$ cat src/common/dmcs_pkg.sv
// constants, command codes and state type of the ddr2/mddr command sequencer
// Function
// - a precharge-all always precedes every auto-refresh command
// - after the precharge-all, refreshes repeat at the programmed refresh interval
// - all open-page state is dropped around refresh, so the next access activates
// - periodic refresh has no disable and runs whenever operating normally
// - precharge-all follows reset/init and precedes every refresh and mode write
// - address bit 10 is high during precharge-all
// - single-bank precharge closes only the bank on the bank-select outputs
// - a closed row is activated first, bank on bank-select, row on address
// - read or write waits the row-to-column delay after activation
// - read drives column strobe low, row strobe and write enable high
// - every read fetches a burst of eight beats
// - cas latency is 2 to 5, additive latency forced to zero
// - unneeded read beats are dropped; a pending read may cut the burst
// - rows stay open; precharge only when page state is no longer valid
// - write data follows after cas latency minus one, or one for mobile ddr
// - writes are bursts of eight with per-byte masks for partial writes
// - beats beyond a short write request are masked out
// - mode writes select the register by bank-select, value on address bits
// - mode writes happen only during initialization
// - data path is 16 bits, little-endian, halfword addressed
// - memory data sits right-aligned on the low data lanes
// - the sequencer runs on the memory clock, half the double-rate clock
package dmcs_pkg;
  // ==========================================================
  // clock and timing
  localparam int CLK_MHZ = 100;
  localparam int T_INIT_US = 200;
  localparam int INIT_CYC = T_INIT_US * CLK_MHZ;
  localparam int T_MRD_NS = 20;
  localparam logic [14:0] MRD_CYC = 15'((T_MRD_NS * CLK_MHZ + 999) / 1000);
  // ==========================================================
  // command codes as {ras_n, cas_n, we_n}
  localparam logic [2:0] CMD_NOP = 3'h7;
  localparam logic [2:0] CMD_ACT = 3'h3;
  localparam logic [2:0] CMD_PRE = 3'h2;
  localparam logic [2:0] CMD_MRS = 3'h0;
  localparam logic [2:0] CMD_REF = 3'h1;
  localparam logic [2:0] CMD_RD = 3'h5;
  localparam logic [2:0] CMD_WR = 3'h4;
  // ==========================================================
  // address fields and mode words
  localparam int AP_BIT = 10;
  localparam int MR_BL_LSB = 0;
  localparam int MR_CL_LSB = 4;
  localparam int EMR_AL_LSB = 3;
  localparam logic [2:0] MR_BL8 = 3'h3;
  localparam logic [2:0] BA_MR = 3'h0;
  localparam logic [2:0] BA_EMR = 3'h1;
  localparam logic [2:0] CL_MIN = 3'h2;
  localparam logic [2:0] CL_MAX = 3'h5;
  localparam logic [3:0] BURST = 4'h8;
  // ==========================================================
  // sequencer states
  typedef enum logic [3:0] {
    ST_INIT = 4'h0,
    ST_PALL = 4'h1,
    ST_MRS = 4'h2,
    ST_EMRS = 4'h3,
    ST_REF = 4'h4,
    ST_IDLE = 4'h5,
    ST_PRE = 4'h6,
    ST_ACT = 4'h7,
    ST_CMD = 4'h8
  } dmcs_state_e;
endpackage

$ cat src/core/dmcs_count.sv
// loadable down-counter used for command spacing and refresh interval
`timescale 1ns/1ps
module dmcs_count #(
  parameter int W = 8
) (
  input wire logic clk, // memory clock
  input wire logic rst, // async reset, active high
  input wire logic ld, // load val this cycle
  input wire logic [W-1:0] val, // cycles until zero
  output logic zero // count has run out
);
  typedef struct packed {
    logic [W-1:0] cnt;
  } dmcs_cnt_s;
  dmcs_cnt_s q;
  dmcs_cnt_s next_q;

  always_comb begin
    next_q = q;
    if (ld) begin
      next_q.cnt = val;
    end else if (q.cnt != '0) begin
      next_q.cnt = q.cnt - W'(1);
    end
  end

  always_ff @(posedge clk or posedge rst) begin
    if (rst) begin
      q <= '0;
    end else begin
      q <= next_q;
    end
  end

  assign zero = (q.cnt == '0);
endmodule

$ cat src/core/dmcs_core.sv
// command sequencer: init, refresh, page management, read/write bursts
`timescale 1ns/1ps
module dmcs_core #(
  parameter int INIT_WAIT_CYC = dmcs_pkg::INIT_CYC // power-up wait, cycles
) (
  input wire logic CLK_SYS, // memory clock
  input wire logic RST, // async reset, active high
  input wire logic [12:0] CFG_REFRESH_INTERVAL, // refresh_interval_field
  input wire logic [2:0] CFG_CAS_LAT, // cas latency 2..5
  input wire logic CFG_MDDR, // 1: mobile ddr write latency
  input wire logic [3:0] CFG_TRCD, // activate to column, cycles
  input wire logic [3:0] CFG_TRP, // precharge period, cycles
  input wire logic [7:0] CFG_TRFC, // refresh period, cycles
  input wire logic [13:0] CFG_EMR, // extended mode word
  input wire logic REQ_VALID, // request present
  output logic REQ_READY, // request taken when high with valid
  input wire logic REQ_WRITE, // 1 write, 0 read
  input wire logic [2:0] REQ_BANK, // bank
  input wire logic [13:0] REQ_ROW, // row
  input wire logic [10:0] REQ_COL, // column
  input wire logic [3:0] REQ_LEN, // beats needed 1..8
  input wire logic [127:0] REQ_WDATA, // write beats, beat 0 lowest
  input wire logic [15:0] REQ_WBE, // byte enables, two per beat
  output logic [15:0] RD_DATA, // read beat
  output logic RD_VALID, // read beat strobe
  output logic INIT_DONE, // init sequence finished
  output logic DDR_CKE, // clock enable
  output logic DDR_CS_N, // chip select
  output logic DDR_RAS_N, // row strobe
  output logic DDR_CAS_N, // column strobe
  output logic DDR_WE_N, // write enable
  output logic [2:0] DDR_BA, // bank select
  output logic [13:0] DDR_A, // address
  output logic [1:0] DDR_DQM, // write byte masks
  output logic [15:0] DDR_DQ_O, // data out
  output logic DDR_DQ_OE, // data drive enable
  input wire logic [15:0] DDR_DQ_I // data in
);
  // ==========================================================
  // state
  typedef struct packed {
    dmcs_pkg::dmcs_state_e st;
    dmcs_pkg::dmcs_state_e ret;
    logic started;
    logic init_done;
    logic ref_pend;
    logic ready;
    logic [7:0] pg_open;
    logic [7:0][13:0] pg_row;
    logic rq_wr;
    logic [2:0] rq_bank;
    logic [13:0] rq_row;
    logic [10:0] rq_col;
    logic [3:0] rq_len;
    logic [127:0] wdata;
    logic [15:0] wbe;
    logic e_act;
    logic e_wr;
    logic [2:0] e_dly;
    logic [2:0] e_beat;
    logic [3:0] e_len;
    logic cke;
    logic cs_n;
    logic [2:0] cmd;
    logic [2:0] ba;
    logic [13:0] a;
    logic [15:0] dq;
    logic dq_oe;
    logic [1:0] dqm;
    logic [15:0] rd_data;
    logic rd_valid;
  } dmcs_core_s;

  dmcs_core_s q;
  dmcs_core_s next_q;
  logic w_ld;
  logic [14:0] w_val;
  logic w_zero;
  logic r_ld;
  logic [12:0] r_val;
  logic r_zero;
  logic [2:0] cl;
  logic [2:0] wl;
  logic [2:0] wb;
  logic [3:0] len_eff;
  logic take;

  function automatic logic [14:0] span(input logic [14:0] t);
    span = (t == 15'h0) ? 15'h0 : t - 15'h1;
  endfunction

  // ==========================================================
  // timers
  dmcs_count #(.W(15)) u_wait (
    .clk(CLK_SYS),
    .rst(RST),
    .ld(w_ld),
    .val(w_val),
    .zero(w_zero)
  );

  // interval counter reloads on each expiry; held loaded until init is done
  assign r_ld = !q.init_done || r_zero;
  assign r_val = (CFG_REFRESH_INTERVAL == 13'h0) ? 13'h0 : CFG_REFRESH_INTERVAL - 13'h1;

  dmcs_count #(.W(13)) u_refresh (
    .clk(CLK_SYS),
    .rst(RST),
    .ld(r_ld),
    .val(r_val),
    .zero(r_zero)
  );

  // ==========================================================
  // latencies
  always_comb begin
    if (CFG_CAS_LAT < dmcs_pkg::CL_MIN) begin
      cl = dmcs_pkg::CL_MIN;
    end else if (CFG_CAS_LAT > dmcs_pkg::CL_MAX) begin
      cl = dmcs_pkg::CL_MAX;
    end else begin
      cl = CFG_CAS_LAT;
    end
    wl = CFG_MDDR ? 3'h1 : cl - 3'h1;
    len_eff = (REQ_LEN == 4'h0 || REQ_LEN > dmcs_pkg::BURST) ? dmcs_pkg::BURST : REQ_LEN;
  end

  // ==========================================================
  // next state
  always_comb begin
    next_q = q;
    w_ld = 1'b0;
    w_val = 15'h0;
    wb = 3'h0;
    take = REQ_VALID && q.ready;
    next_q.cmd = dmcs_pkg::CMD_NOP;
    next_q.rd_valid = 1'b0;

    // data engine: one beat per memory clock, the phy doubles it onto the pins
    if (q.e_act) begin
      if (q.e_dly != 3'h0) begin
        next_q.e_dly = q.e_dly - 3'h1;
      end
      if (q.e_wr && q.e_dly == 3'h1) begin
        wb = 3'h0;
        next_q.dq_oe = 1'b1;
      end else if (q.e_dly == 3'h0 && q.e_beat == 3'h7) begin
        next_q.e_act = 1'b0;
        next_q.dq_oe = 1'b0;
      end else if (q.e_dly == 3'h0) begin
        wb = q.e_beat + 3'h1;
      end
      if (q.e_dly == 3'h0) begin
        next_q.e_beat = wb;
      end
      if (q.e_wr && next_q.dq_oe) begin
        next_q.dq = q.wdata[16*wb +: 16];
        if ({1'b0, wb} >= q.e_len) begin
          next_q.dqm = 2'h3;
        end else begin
          next_q.dqm = ~q.wbe[2*wb +: 2];
        end
      end else begin
        next_q.dqm = 2'h0;
      end
      if (!q.e_wr && q.e_dly == 3'h0) begin
        next_q.rd_data = DDR_DQ_I;
        next_q.rd_valid = {1'b0, q.e_beat} < q.e_len;
      end
    end

    case (q.st)
      dmcs_pkg::ST_INIT: begin
        if (!q.started) begin
          next_q.started = 1'b1;
          w_ld = 1'b1;
          w_val = span(15'(INIT_WAIT_CYC));
        end else if (w_zero) begin
          next_q.cke = 1'b1;
          next_q.cs_n = 1'b0;
          w_ld = 1'b1;
          w_val = span(dmcs_pkg::MRD_CYC);
          next_q.st = dmcs_pkg::ST_PALL;
          next_q.ret = dmcs_pkg::ST_MRS;
        end
      end
      dmcs_pkg::ST_PALL: begin
        if (w_zero && !q.e_act) begin
          next_q.cmd = dmcs_pkg::CMD_PRE;
          next_q.a = 14'h0;
          next_q.a[dmcs_pkg::AP_BIT] = 1'b1;
          next_q.pg_open = 8'h0;
          w_ld = 1'b1;
          w_val = span({11'h0, CFG_TRP});
          next_q.st = q.ret;
        end
      end
      dmcs_pkg::ST_MRS: begin
        if (w_zero) begin
          next_q.cmd = dmcs_pkg::CMD_MRS;
          next_q.ba = dmcs_pkg::BA_MR;
          next_q.a = 14'h0;
          next_q.a[dmcs_pkg::MR_BL_LSB +: 3] = dmcs_pkg::MR_BL8;
          next_q.a[dmcs_pkg::MR_CL_LSB +: 3] = cl;
          w_ld = 1'b1;
          w_val = span(dmcs_pkg::MRD_CYC);
          next_q.st = dmcs_pkg::ST_PALL;
          next_q.ret = dmcs_pkg::ST_EMRS;
        end
      end
      dmcs_pkg::ST_EMRS: begin
        if (w_zero) begin
          next_q.cmd = dmcs_pkg::CMD_MRS;
          next_q.ba = dmcs_pkg::BA_EMR;
          next_q.a = CFG_EMR;
          next_q.a[dmcs_pkg::EMR_AL_LSB +: 3] = 3'h0;
          w_ld = 1'b1;
          w_val = span(dmcs_pkg::MRD_CYC);
          next_q.st = dmcs_pkg::ST_PALL;
          next_q.ret = dmcs_pkg::ST_REF;
        end
      end
      dmcs_pkg::ST_REF: begin
        if (w_zero) begin
          next_q.cmd = dmcs_pkg::CMD_REF;
          next_q.pg_open = 8'h0;
          next_q.ref_pend = 1'b0;
          next_q.init_done = 1'b1;
          w_ld = 1'b1;
          w_val = span({7'h0, CFG_TRFC});
          next_q.st = dmcs_pkg::ST_IDLE;
        end
      end
      dmcs_pkg::ST_IDLE: begin
        if (q.ref_pend) begin
          next_q.st = dmcs_pkg::ST_PALL;
          next_q.ret = dmcs_pkg::ST_REF;
        end else if (take) begin
          next_q.rq_wr = REQ_WRITE;
          next_q.rq_bank = REQ_BANK;
          next_q.rq_row = REQ_ROW;
          next_q.rq_col = REQ_COL;
          next_q.rq_len = len_eff;
          if (REQ_WRITE) begin
            next_q.wdata = REQ_WDATA;
            next_q.wbe = REQ_WBE;
          end
          // an open page is kept until a different row needs its bank or the precharge-all before a refresh
          if (!q.pg_open[REQ_BANK]) begin
            next_q.st = dmcs_pkg::ST_ACT;
          end else if (q.pg_row[REQ_BANK] != REQ_ROW) begin
            next_q.st = dmcs_pkg::ST_PRE;
          end else begin
            next_q.st = dmcs_pkg::ST_CMD;
          end
        end
      end
      dmcs_pkg::ST_PRE: begin
        if (w_zero && !q.e_act) begin
          next_q.cmd = dmcs_pkg::CMD_PRE;
          next_q.ba = q.rq_bank;
          next_q.a = 14'h0;
          next_q.pg_open[q.rq_bank] = 1'b0;
          w_ld = 1'b1;
          w_val = span({11'h0, CFG_TRP});
          next_q.st = dmcs_pkg::ST_ACT;
        end
      end
      dmcs_pkg::ST_ACT: begin
        if (w_zero) begin
          next_q.cmd = dmcs_pkg::CMD_ACT;
          next_q.ba = q.rq_bank;
          next_q.a = q.rq_row;
          next_q.pg_open[q.rq_bank] = 1'b1;
          next_q.pg_row[q.rq_bank] = q.rq_row;
          w_ld = 1'b1;
          w_val = span({11'h0, CFG_TRCD});
          next_q.st = dmcs_pkg::ST_CMD;
        end
      end
      dmcs_pkg::ST_CMD: begin
        // a read may cut a read burst once its needed beats are in
        if (w_zero && (!q.e_act || (!q.rq_wr && !q.e_wr && q.e_dly == 3'h0
            && {1'b0, q.e_beat} >= q.e_len - 4'h1))) begin
          next_q.cmd = q.rq_wr ? dmcs_pkg::CMD_WR : dmcs_pkg::CMD_RD;
          next_q.ba = q.rq_bank;
          next_q.a = {2'h0, q.rq_col[10], 1'b0, q.rq_col[9:0]};
          next_q.e_act = 1'b1;
          next_q.e_wr = q.rq_wr;
          next_q.e_dly = q.rq_wr ? wl : cl;
          next_q.e_beat = 3'h0;
          next_q.e_len = q.rq_len;
          next_q.st = dmcs_pkg::ST_IDLE;
        end
      end
      default: begin
        next_q.st = dmcs_pkg::ST_IDLE;
      end
    endcase

    // an expiry in the same cycle as the refresh wins over the clear
    if (q.init_done && r_zero) begin
      next_q.ref_pend = 1'b1;
    end
    next_q.ready = (next_q.st == dmcs_pkg::ST_IDLE) && !next_q.ref_pend;
  end

  always_ff @(posedge CLK_SYS or posedge RST) begin
    if (RST) begin
      q <= '0;
      q.cmd <= dmcs_pkg::CMD_NOP;
      q.cs_n <= 1'b1;
    end else begin
      q <= next_q;
    end
  end

  // ==========================================================
  // outputs
  assign REQ_READY = q.ready;
  assign RD_DATA = q.rd_data;
  assign RD_VALID = q.rd_valid;
  assign INIT_DONE = q.init_done;
  assign DDR_CKE = q.cke;
  assign DDR_CS_N = q.cs_n;
  assign DDR_RAS_N = q.cmd[2];
  assign DDR_CAS_N = q.cmd[1];
  assign DDR_WE_N = q.cmd[0];
  assign DDR_BA = q.ba;
  assign DDR_A = q.a;
  assign DDR_DQM = q.dqm;
  assign DDR_DQ_O = q.dq;
  assign DDR_DQ_OE = q.dq_oe;

  // ==========================================================
  // checks
  logic [2:0] cmd_now;
  logic [2:0] last_cmd;
  logic last_a10;
  logic [4:0] since_act;
  logic act_seen;
  assign cmd_now = {DDR_RAS_N, DDR_CAS_N, DDR_WE_N};

  always_ff @(posedge CLK_SYS or posedge RST) begin
    if (RST) begin
      last_cmd <= 3'h7;
      last_a10 <= 1'b0;
      since_act <= 5'h0;
      act_seen <= 1'b0;
    end else begin
      if (cmd_now != dmcs_pkg::CMD_NOP) begin
        last_cmd <= cmd_now;
        last_a10 <= DDR_A[10];
      end
      if (cmd_now == dmcs_pkg::CMD_ACT) begin
        since_act <= 5'h1;
        act_seen <= 1'b1;
      end else begin
        if (since_act != 5'h1f) begin
          since_act <= since_act + 5'h1;
        end
        if (cmd_now == dmcs_pkg::CMD_REF) begin
          act_seen <= 1'b0;
        end
      end
    end
  end

  ref_after_pall_a: assert property (@(posedge CLK_SYS) disable iff (RST)
    cmd_now == dmcs_pkg::CMD_REF |-> last_cmd == dmcs_pkg::CMD_PRE && last_a10)
    else $error("refresh without preceding precharge-all");
  mode_after_pall_a: assert property (@(posedge CLK_SYS) disable iff (RST)
    cmd_now == dmcs_pkg::CMD_MRS |-> last_cmd == dmcs_pkg::CMD_PRE && last_a10)
    else $error("mode write without preceding precharge-all");
  pall_addr_a: assert property (@(posedge CLK_SYS) disable iff (RST)
    $past(q.st == dmcs_pkg::ST_PALL) && cmd_now == dmcs_pkg::CMD_PRE |-> DDR_A[10])
    else $error("precharge-all without a10 high");
  pre_bank_a: assert property (@(posedge CLK_SYS) disable iff (RST)
    $past(q.st == dmcs_pkg::ST_PRE) && cmd_now == dmcs_pkg::CMD_PRE
    |-> !DDR_A[10] && DDR_BA == $past(q.rq_bank))
    else $error("bank precharge on wrong bank");
  rcd_gap_a: assert property (@(posedge CLK_SYS) disable iff (RST)
    cmd_now == dmcs_pkg::CMD_RD || cmd_now == dmcs_pkg::CMD_WR
    |-> since_act >= {1'b0, CFG_TRCD})
    else $error("column command too soon after activate");
  page_miss_a: assert property (@(posedge CLK_SYS) disable iff (RST)
    cmd_now == dmcs_pkg::CMD_RD || cmd_now == dmcs_pkg::CMD_WR |-> act_seen)
    else $error("access after refresh without activate");
  mode_init_a: assert property (@(posedge CLK_SYS) disable iff (RST)
    cmd_now == dmcs_pkg::CMD_MRS |-> !INIT_DONE)
    else $error("mode write after init");
  mddr_wl_a: assert property (@(posedge CLK_SYS) disable iff (RST)
    cmd_now == dmcs_pkg::CMD_WR && CFG_MDDR |=> DDR_DQ_OE)
    else $error("mobile ddr write data not one cycle later");
  wr_burst_a: assert property (@(posedge CLK_SYS) disable iff (RST)
    $rose(DDR_DQ_OE) |-> DDR_DQ_OE [*8] ##1 !DDR_DQ_OE)
    else $error("write burst not eight beats");
  mask_tail_a: assert property (@(posedge CLK_SYS) disable iff (RST)
    DDR_DQ_OE && {1'b0, q.e_beat} >= q.e_len |-> DDR_DQM == 2'h3)
    else $error("surplus write beat not masked");
  ref_served_a: assert property (@(posedge CLK_SYS) disable iff (RST)
    $rose(q.ref_pend) |-> ##[1:600] cmd_now == dmcs_pkg::CMD_REF)
    else $error("refresh request not served");

  ref_seen_c: cover property (@(posedge CLK_SYS) disable iff (RST)
    INIT_DONE && cmd_now == dmcs_pkg::CMD_REF);
  rd_cut_c: cover property (@(posedge CLK_SYS) disable iff (RST)
    cmd_now == dmcs_pkg::CMD_RD && $past(q.e_act) && !$past(q.e_wr));
  bank_pre_c: cover property (@(posedge CLK_SYS) disable iff (RST)
    cmd_now == dmcs_pkg::CMD_PRE && !DDR_A[10]);
  short_wr_c: cover property (@(posedge CLK_SYS) disable iff (RST)
    DDR_DQ_OE && DDR_DQM == 2'h3);
endmodule

$ cat config.mk
export PLATFORM = sky130hd
export DESIGN_NAME = dmcs_core
export DESIGN_NICKNAME = d
export VERILOG_FILES = /design/src/common/dmcs_pkg.sv /design/src/core/dmcs_count.sv /design/src/core/dmcs_core.sv
export SDC_FILE = /design/constraint.sdc
export NUM_CORES = 1
export LEC_CHECK = 0
export ABC_AREA = 1
export BUFFER_PORTS_ARGS = -buffer_cell sky130_fd_sc_hd__buf_2
export CAP_MARGIN = 40
export CORE_MARGIN = 1.5
export CORE_UTILIZATION = 40
export CTS_BUF_LIST = sky130_fd_sc_hd__clkbuf_4
export CTS_CLUSTER_SIZE = 24
export DETAILED_ROUTE_END_ITERATION = 16
export GPL_TIMING_DRIVEN = 0
export SLEW_MARGIN = 20
export SYNTH_ARGS = -nofsm -noshare
export SYNTH_HDL_FRONTEND = slang
export SYNTH_SLANG_ARGS = --single-unit
$ cat constraint.sdc
create_clock -name CLK_SYS -period 14.8 [get_ports CLK_SYS]
set_input_delay 0.74 -clock CLK_SYS [delete_from_list [all_inputs] [get_ports CLK_SYS]]
set_output_delay 0.74 -clock CLK_SYS [all_outputs]
set_load 0.02 [all_outputs]
Yosys cells after proc, flatten, opt, wreduce, memory -nomap -nowiden
Cells that the tools add are included.
- register bits after elaboration: 407
- logic and storage cells: 228
- input bits: 243
- output and inout bits: 60
- equal/unequal tests: 22
- order comparisons: 9
- mux-type cells: 87
- reduce and logical (&&, ||, !) cells: 54
- shift-type cells: 2
- add/sub/neg operators: 10
- bitwise gates (word level): 5
- operator list (operator ; count):
    two-way mux 15 bit ; 9
    variable part select 128 x 8 -> 16 bit ; 1
    two-way mux 120 bit ; 1
    bitwise mux 112 bit ; 1
    one-hot mux 14 bit (6 select lines) ; 1
    two-way mux 20 bit ; 4
    one-hot mux 15 bit (5 select lines) ; 1
    two-way mux 8 bit ; 7
    two-way mux 4 bit ; 11
    binary-select mux 14 bit (select 3 bit) ; 1
    demux 14 bit (select 3 bit) ; 1
    two-way mux 14 bit ; 3
    two-way mux 13 bit ; 3
    two-way mux 3 bit ; 12
    one-hot mux 4 bit (9 select lines) ; 1
    one-hot mux 8 bit (4 select lines) ; 1
    zero test 13 bit ; 2
    subtractor 13 x 1 -> 13 bit, second input constant ; 2
    two-way mux 12 bit ; 2
    one-hot mux 3 bit (7 select lines) ; 1
    == test 4 x 3 -> 1 bit, second input constant ; 5
    inequality test 2 bit, second input constant ; 10
    two-way mux 19 bit ; 1
    two-way mux 1 bit ; 18
    54 further kinds ; 90

Longest topological paths before layout
Gate-level depths: netlist (run 1).
- depth after elaboration: 10
- gate-level depth with buffers: 18
- depth with buffers taken out: 16

Cells and area by module
Synthesis (run 1) repeated with hierarchy kept, for this count alone.
- cell total of the unflattened synthesis: 2393
- area, all modules: 20966.4 sq um
- by module, submodules not included (module ; instances ; area an instance (sq um) ; sequential area each (sq um) ; cells each):
    dmcs_core ; 1 ; 18946.9 ; 9464.1 ; 2100
    dmcs_count (u_wait) ; 1 ; 1092.3 ; 375.4 ; 150
    dmcs_count (u_refresh) ; 1 ; 927.1 ; 325.3 ; 143

Worst setup path before layout (run 1)
Ideal clock, no wire load.
- kind: reg2reg
- start point: register q[62] in the netlist's numbering
- end point: register q (netlist bit DDR_DQM[0])
- library setup time: 0.084 ns
- data required time: 14.716 ns
- arrival: 2.535 ns
- slack: 12.181 ns
- buffers on the path: 2
- period minus slack after synthesis: 2.619 ns
- cell stages (with the launch flop): 16
- path through: dfrtp_1 ha_1 ha_1 inv_1 nand2_1 nor3_4 inv_1 clkbuf_1 clkbuf_1 ha_1 inv_1 a21boi_0 o21ai_0 a21oi_1 a21oi_1 o21ai_0
- longest elaborated chain between the ends: 9
- elaborated cells on any way between the ends: 16
- those cells by class: add/sub (1); order compare (1); eq/ne (1); shift (1); mux (9); bitwise (1); reduce/logical (2)
- ends and longest elaborated chain (what ; line ; RTL):
    start: declaration ; dmcs_core.sv:74 ; dmcs_core_s q;
    start signal: assignment ; dmcs_core.sv:314 ; q <= next_q;
    adder 3 x 1 -> 3 bit / == test 3 bit (equally long branches) ; dmcs_core.sv:151, dmcs_core.sv:147 ;
    two-way mux 3 bit / logical AND 1 bit (equally long branches) ; dmcs_core.sv:150, dmcs_core.sv:147 ;
    two-way mux 3 bit ; dmcs_core.sv:147 ; end else if (q.e_dly == 3'h0 && q.e_beat == 3'h7) begin
    two-way mux 3 bit ; dmcs_core.sv:144 ; if (q.e_wr && q.e_dly == 3'h1) begin
    two-way mux 3 bit ; dmcs_core.sv:140 ; if (q.e_act) begin
    variable part select 16 x 5 -> 2 bit ; dmcs_core.sv:161 ; next_q.dqm = ~q.wbe[2*wb +: 2];
    inverter 2 bit ; dmcs_core.sv:161 ;
    two-way mux 2 bit ; dmcs_core.sv:158 ; if ({1'b0, wb} >= q.e_len) begin
    two-way mux 2 bit (*) ; dmcs_core.sv:156 ; if (q.e_wr && next_q.dq_oe) begin
Mark *: on every way between the ends. The rest lies on a longest branch, timed or not. The select of a mux whose other input is x is not followed.
A chain may end at the register's enable or synchronous reset.

Worst setup path in the final report (run 1)
- start point: register q[65] in the netlist's numbering
- end point: register q (netlist bit DDR_DQM[0])
- longest elaborated chain between the ends: 9
- elaborated cells on any way between the ends: 17
- those cells by class: order compare (1); eq/ne (1); shift (1); mux (9); bitwise (1); reduce/logical (4)
- ends and longest elaborated chain (what ; line):
    zero test 3 bit ; dmcs_core.sv:147, dmcs_core.sv:150
    two-way mux 3 bit / logical AND 1 bit (equally long branches) ; dmcs_core.sv:150, dmcs_core.sv:147
    two-way mux 3 bit ; dmcs_core.sv:147
    two-way mux 3 bit ; dmcs_core.sv:144
    two-way mux 3 bit ; dmcs_core.sv:140
    variable part select 16 x 5 -> 2 bit ; dmcs_core.sv:161
    inverter 2 bit ; dmcs_core.sv:161
    two-way mux 2 bit ; dmcs_core.sv:158
    two-way mux 2 bit (*) ; dmcs_core.sv:156
Marked as above.

==> reports/qor.yml, run 1 <==
clock_tree:
  cts_root_buffer: "clkbuf_4"
  clockBufferDepth: 3
  cts_made_buffers: 113
  cts_setup_buffers: 0
  cts_tree: "done"
  cts_num_sinks: 406
  clk_pin_slew_worst_paths_ns: 0.07
  clock_latency_ns: 0.90
  htreeDepth: 3
yosys:
  synth_area_leaders: "dfrtp_1 49%, nand2_1 9.5%, mux2_4 7.2%"
  syn_area_mm2: 0.0207
  synth-main-ff-cell: "dfrtp_1"
  synth_cell_types: 51
  synth_top_area_frac: 0.485
  synth_edf_count: 0
  yosys_register_bits: 406
  yosysTopAreaCell: "dfrtp_1"
  synthArstFlopShare: 1.00
  syn_area_per_cell_um2: 8.95
  ys_seq_area_frac: 0.490
  syn_inst: 2318
  yosysWarnings: 0
  syn_nets: 2581
timing:
  post-route-min-period_ns: 3.52
  max_slew_margin: 0.396
  rsz0062_at_grt: "false"
  maxSlewViolCount: 0
  tns_ns: 0
  hold_viol: 0
  worst-slew-pin-transition_ns: 0.907
  hold_ws_ns: 0.0732
  setup_viol: 0
  fin_ws_ns: 11.28
  fin_crit_sh: 0.238
  max_freq_ghz: 0.284
  fin_skew_ns: 0.109
placement:
  place_ws_ns: 11.11
  io_buffers: 297
  globalplace.congestion: 0.913
  place_hpwl_mm: 50.1
route:
  wirelength_mm: 68.1
  first_pass_iters: 5
  antenna_left: 0
  vias: 18300
  drc: 0
  drtIter0Drc: 1453
  via_per_inst: 5.17
  wl_per_cell_um: 19.3
critical_path:
  end_kind: "flop"
  path_class: "flop to flop"
  critPathMaxFanout: 10
  cp_cell_sequence: "inv_1, ha_1, inv_1, nor2_1, inv_1, nor3_4, inv_1, clkbuf_1, clkbuf_1, ha_1, inv_1, a21boi_0, o21ai_0, a21oi_1, a21oi_1, o21ai_0"
  cpLargestDelayFamily: "buffers and inverters"
  cp_slowest_cell: "nor3_4"
  cpMostUsedCell: "inv_1"
  cp.required_ns: 15.63
  crit_arrival_ns: 4.34
  path_buf_inv: 7
  worst_setup_path_start_kind: "flop"
  cpPeakStageDelay_ns: 0.43
global_routing:
  met1_usage: 0.342
  grt_busiest_layer: "met2"
  grt_first_pass_wirelength_mm: 105
  grtUsageTotal: 0.257
  grt_pass1_vias: 18200
  grt_max_degree: 105
  gr-usage-met2: 0.409
  overflow: 0
  grt_antenna_before_repair: 18
  use_met3: 0.0667
final_layout:
  regArea_mm2: 0.0102
  area_growth_pct: 20.6
  multi_input_area_mm2: 0.00878
  layout.nets: 3037
  fillers: 5061
  drive_gt1_frac: 0.268
power_and_ir_drop:
  p_leak_nw: 12.9
  ir_worst_vdd_uv: 59.8
  power.density_mw_per_mm2: 108
floorplanning:
  ios: 303
  core-area_mm2: 0.0513
  start_util: 0.404
  rows: 83
  dieArea_mm2: 0.0532
  die_w_um: 231
  fp.dieH_um: 231
run:
  max_cap_violations: 0
worst_hold_path:
  hold_path_class: "input port to flop"
status:
  status: "completed"
[layer usage]
metal	share of wire	wire, um
met1	0.44	29600
met3	0.078	5300
met2	0.46	31400
met5	0.0019	128
met4	0.024	1600
[cell families after synthesis]
| group | share of synthesized area |
|---|---|
| simple gates | 0.186 |
| compound gates | 0.110 |
| flops | 0.490 |
| buf+inv | 0.0865 |
| mux | 0.103 |
| xor+xnor | 0.0127 |
| fa+ha+maj | 0.0121 |
[path summary, 6_finish.rpt]
kind                            slack (ns)           from  depth (start not counted)              to
worst max-delay path                 11.28          q[65]                         16      DDR_DQM[0]
worst min-delay path                  0.07  REQ_WDATA[91]                          2          q[177]
worst max register to register       11.28          q[65]                         16      DDR_DQM[0]
worst min register to register        0.47         q[218]                          2          q[218]
max in group asynchronous            12.94            RST                          5  u_refresh.q[5]
min in group asynchronous             0.46            RST                          3     u_wait.q[3]
[power breakdown]
group	total, mW	leakage [nW]	switching [mW]	internal [mW]
logic	0.435	6.76	0.264	0.170
registers	1.25	5.35	0.0547	1.20
clock network	1.02	0.835	0.487	0.535
total	2.71	12.9	0.806	1.90
[cell type report]
class                           count  area share
Tap cell                          680      0.0340
Multi-Input combinational cell   1524       0.351
Timing Repair Buffer              341      0.0799
Inverter                          235      0.0356
Buffer                            153      0.0365
Sequential cell                   406       0.407
Antenna cell                        8    0.000801
Clock inverter                     18     0.00415
Clock buffer                      171      0.0513
[state kept, by name, indices dropped and copies added (netlist names)]
signal and count:
q 318, DDR_DQ_O 16, RD_DATA 16, u_wait.q 15, DDR_A 14, u_refresh.q 13
DDR_BA 3, cmd_now 3, DDR_DQM 2, DDR_CKE 1, DDR_CS_N 1, DDR_DQ_OE 1
INIT_DONE 1, RD_VALID 1, REQ_READY 1
[synthesized netlist by cell type, types with 5 or more instances]
| master | instances |
|---|---|
| a21oi_1 | 43 |
| buf_6 | 15 |
| mux2_4 | 100 |
| buf_2 | 18 |
| nand2_1 | 526 |
| nand3_1 | 127 |
| nand3b_1 | 10 |
| nand2_2 | 10 |
| nand4_1 | 11 |
| o221ai_1 | 32 |
| buf_4 | 54 |
| a31oi_1 | 5 |
| inv_2 | 6 |
| nor3_1 | 24 |
| clkbuf_1 | 62 |
| o32ai_1 | 8 |
| xor2_1 | 22 |
| inv_1 | 227 |
| o22ai_1 | 18 |
| nor2_1 | 171 |
| dfrtp_1 | 402 |
| o21ai_0 | 277 |
| or2_2 | 5 |
| ha_1 | 20 |
| nor2_2 | 7 |
| o211ai_1 | 8 |
| mux2_2 | 55 |
| xnor2_1 | 8 |
[through the flow]
stage / util / power (mW) / instances / area (um2)
2_1_floorplan: - / 1.54 / 2318 / 20700
3_3_place_gp: 0.450 / 1.68 / 3295 / 23100
3_5_place_dp: 0.452 / 1.69 / 3300 / 23200
4_1_cts: 0.487 / 2.74 / 3528 / 25000
5_1_grt: 0.487 / 2.86 / 3534 / 25000
6_report: 0.487 / 2.71 / 3536 / 25000
[what timing repair did]
item	CTS	global route
setup endpoints to repair	0	0
endpoints found under the hold margin	100	0
gates resized for setup	0	0
hold buffers	39	0
[layout by cell type, fill, tap and decap left out, types with 24 or more instances in the layout]
cell,n
nand3_1,127
nand2_1,526
mux2_4,100
clkbuf_1,62
o221ai_1,32
o21ai_0,277
dfrtp_1,402
mux2_2,55
nor2_1,171
a21oi_1,43
clkbuf_4,171
nor3_1,24
buf_4,54
buf_2,315
inv_1,226
dlygate4sd3_1,39
No activity file was read; power rests on OpenSTA's default activity.
==> run 2, diff against run 1 <==
- ABC_AREA: 1 -> 0
- clock period: 14.8 -> 3.6 ns (I/O delays scaled with it)
==> reports/qor.yml, run 2 <==
route:
  vias: 16500  # was 18300
  wirelength_mm: 61.7  # was 68.1 mm
  wl_per_cell_um: 19.9  # was 19.3 um
  antenna_left: 0  # unchanged
  via_per_inst: 5.30  # was 5.17
  drc: 0  # unchanged
  first_pass_iters: 8  # was 5
  drtIter0Drc: 950  # was 1453
timing:
  maxSlewViolCount: 0  # unchanged
  tns_ns: 0  # unchanged
  hold_viol: 0  # unchanged
  max_slew_margin: 0.439  # was 0.396
  fin_ws_ns: 0.244  # was 11.28 ns
  rsz0062_at_grt: "false"  # unchanged
  setup_viol: 0  # unchanged
  max_freq_ghz: 0.298  # was 0.284 GHz
  worst-slew-pin-transition_ns: 0.835  # was 0.907 ns
  fin_skew_ns: 0.0679  # was 0.109 ns
  fin_crit_sh: 0.932  # was 0.238
  post-route-min-period_ns: 3.36  # was 3.52 ns
floorplanning:
  die_w_um: 224  # was 231 um
  start_util: 0.408  # was 0.404
  core-area_mm2: 0.0479  # was 0.0513 mm2
  rows: 80  # was 83
  fp.dieH_um: 224  # was 231 um
  dieArea_mm2: 0.0502  # was 0.0532 mm2
  ios: 303  # unchanged
global_routing:
  overflow: 0  # unchanged
  grt_max_degree: 34  # was 105
  grtUsageTotal: 0.249  # was 0.257
  grt_first_pass_wirelength_mm: 96.3  # was 105 mm
  grt_antenna_before_repair: 10  # was 18
  grt_pass1_vias: 17500  # was 18200
yosys:
  syn_area_per_cell_um2: 11.7  # was 8.95 um2
  syn_area_mm2: 0.0196  # was 0.0207 mm2
  synth_edf_count: 0  # unchanged
  syn_nets: 1928  # was 2581
  yosys_register_bits: 406  # unchanged
  ys_seq_area_frac: 0.520  # was 0.490
  synthArstFlopShare: 1.00  # unchanged
  synth_top_area_frac: 0.514  # was 0.485
  synth_area_leaders: "dfrtp_1 51%, mux2_2 15%, nand2_1 3.2%"  # was dfrtp_1 49%, nand2_1 9.5%, mux2_4 7.2%
  synth-main-ff-cell: "dfrtp_1"  # unchanged
  yosys-top-cells-count: "402 x dfrtp_1, 267 x mux2_2, 166 x nand2_1"  # was 526 x nand2_1, 402 x dfrtp_1, 277 x o21ai_0
  yosysTopAreaCell: "dfrtp_1"  # unchanged
  synth_most_common_cell: "dfrtp_1"  # was nand2_1
  synth_cell_types: 64  # was 51
  yosysWarnings: 0  # unchanged
  syn_inst: 1665  # was 2318
final_layout:
  final_area_mm2: 0.0267  # was 0.0250 mm2
  drive_gt1_frac: 0.353  # was 0.268
  regMostFlops: "q"  # unchanged
  layout.nets: 2665  # was 3037
  area_growth_pct: 36.8  # was 20.6%
  layout_commonest_cell: "dfrtp_1"  # was nand2_1
  largest_reg_flops: 318  # unchanged
  final_cell_mix: "402 x dfrtp_1, 314 x buf_2, 305 x dlygate4sd3_1"  # was 526 x nand2_1, 402 x dfrtp_1, 315 x buf_2
  fillers: 4044  # was 5061
placement:
  globalplace.congestion: 0.893  # was 0.913
  io_buffers: 298  # was 297
  place_hpwl_mm: 42.0  # was 50.1 mm
  placed_cell_area_mm2: 0.0222  # was 0.0232 mm2
  place_ws_ns: -0.0929  # was 11.11 ns
status:
  status: "completed"  # unchanged
clock_tree:
  clock_latency_ns: 0.88  # was 0.90 ns
  cts_num_sinks: 406  # unchanged
  clockBufferDepth: 3  # unchanged
  cts_tree: "done"  # unchanged
  clk_pin_slew_worst_paths_ns: 0.07  # about the same
  cts_root_buffer: "clkbuf_4"  # unchanged
  htreeDepth: 3  # unchanged
  cts_made_buffers: 110  # was 113
power_and_ir_drop:
  ir_worst_vdd_uv: 404  # was 59.8 uV
  power.density_mw_per_mm2: 480  # was 108 mW/mm2
  p_leak_nw: 13.1  # was 12.9 nW
critical_path:
  critPathMaxFanout: 10  # unchanged
  path_class: "flop to flop"  # unchanged
  crit_arrival_ns: 4.16  # was 4.34 ns
  worst_setup_path_start_kind: "flop"  # unchanged
  cp.required_ns: 4.40  # was 15.63 ns
  end_kind: "flop"  # unchanged
worst_hold_path:
  hold_path_class: "input port to flop"  # unchanged
run:
  max_cap_violations: 0  # unchanged
-- run 2: final timing paths --
check	start	endpoint	slack [ns]	depth (start not counted)
worst min-delay path	REQ_WDATA[33]	q[119]	0.08	3
min in group asynchronous	RST	RD_DATA[10]	0.45	4
worst min register to register	q[215]	q[59]	0.46	2
worst max-delay path	q[62]	DDR_DQ_O[0]	0.24	10
max in group asynchronous	RST	DDR_CS_N	1.85	8
worst max register to register	q[62]	DDR_DQ_O[0]	0.24	10
-- run 2: cell families after synthesis --
| group | synth area share |
|---|---|
| xor+xnor | 0.0242 |
| buf+inv | 0.0483 |
| simple gates | 0.0927 |
| compound gates | 0.0880 |
| flops | 0.520 |
| fa+ha+maj | 0.0133 |
| mux | 0.214 |
-- run 2: stage by stage --
step,power [mW],hold slack (ns),cells,util
floorplan,7.45,0.269,1665,-
global placement,8.16,0.412,2578,0.455
detailed placement,8.29,0.193,2598,0.463
CTS,12.9,0.000841,3099,0.557
global route,13.6,0.0275,3107,0.558
finish,12.8,0.0818,3108,0.558
-- run 2: critical path: stages, from the launching register on --
cell and delay (ns):
dfrtp_1 0.43, ha_1 0.22, ha_1 0.22, a21o_1 0.17
nor3_1 0.19, clkbuf_1 0.56, clkbuf_1 0.52, nand2_1 0.14
a311oi_1 0.54, a21oi_1 0.10, a21oi_1 0.18
-- run 2: area by class of cell --
class / instances / area [um2] / share of cell area
sequential: 406 / 10200 / 0.380
multi-input combinational: 1073 / 8490 / 0.318
timing repair buffer: 625 / 4900 / 0.183
clock buffer: 168 / 1260 / 0.0472
buffer: 153 / 825 / 0.0308
tap: 615 / 769 / 0.0288
clock inverter: 28 / 186 / 0.00697
inverter: 33 / 128 / 0.00477
antenna: 7 / 17.5 / 0.000655
-- run 2: repair_timing --
| item | 4_1_cts | 5_1_grt |
|---|---|---|
| endpoints found under the hold margin | 430 | 0 |
| hold buffers | 305 | 0 |
| pin swaps | 0 | 1 |
| buffers inserted | 0 | 2 |
| endpoints found under the setup margin | 2 | 20 |
| resized for setup | 2 | 9 |
-- run 2: power by group --
group          switching, mW  total, mW  internal, mW
combinational           1.39       2.74          1.35
sequential             0.499       5.84          5.34
clock                   2.00       4.27          2.27
-- run 2: metal layers --
metal	GRT usage	routed length (um)	up-vias
met5	0	34	-
met4	0.114	2300	6
met3	0.0639	3990	150
met2	0.419	30500	625
met1	0.300	24900	8180
li1	-	-	7497
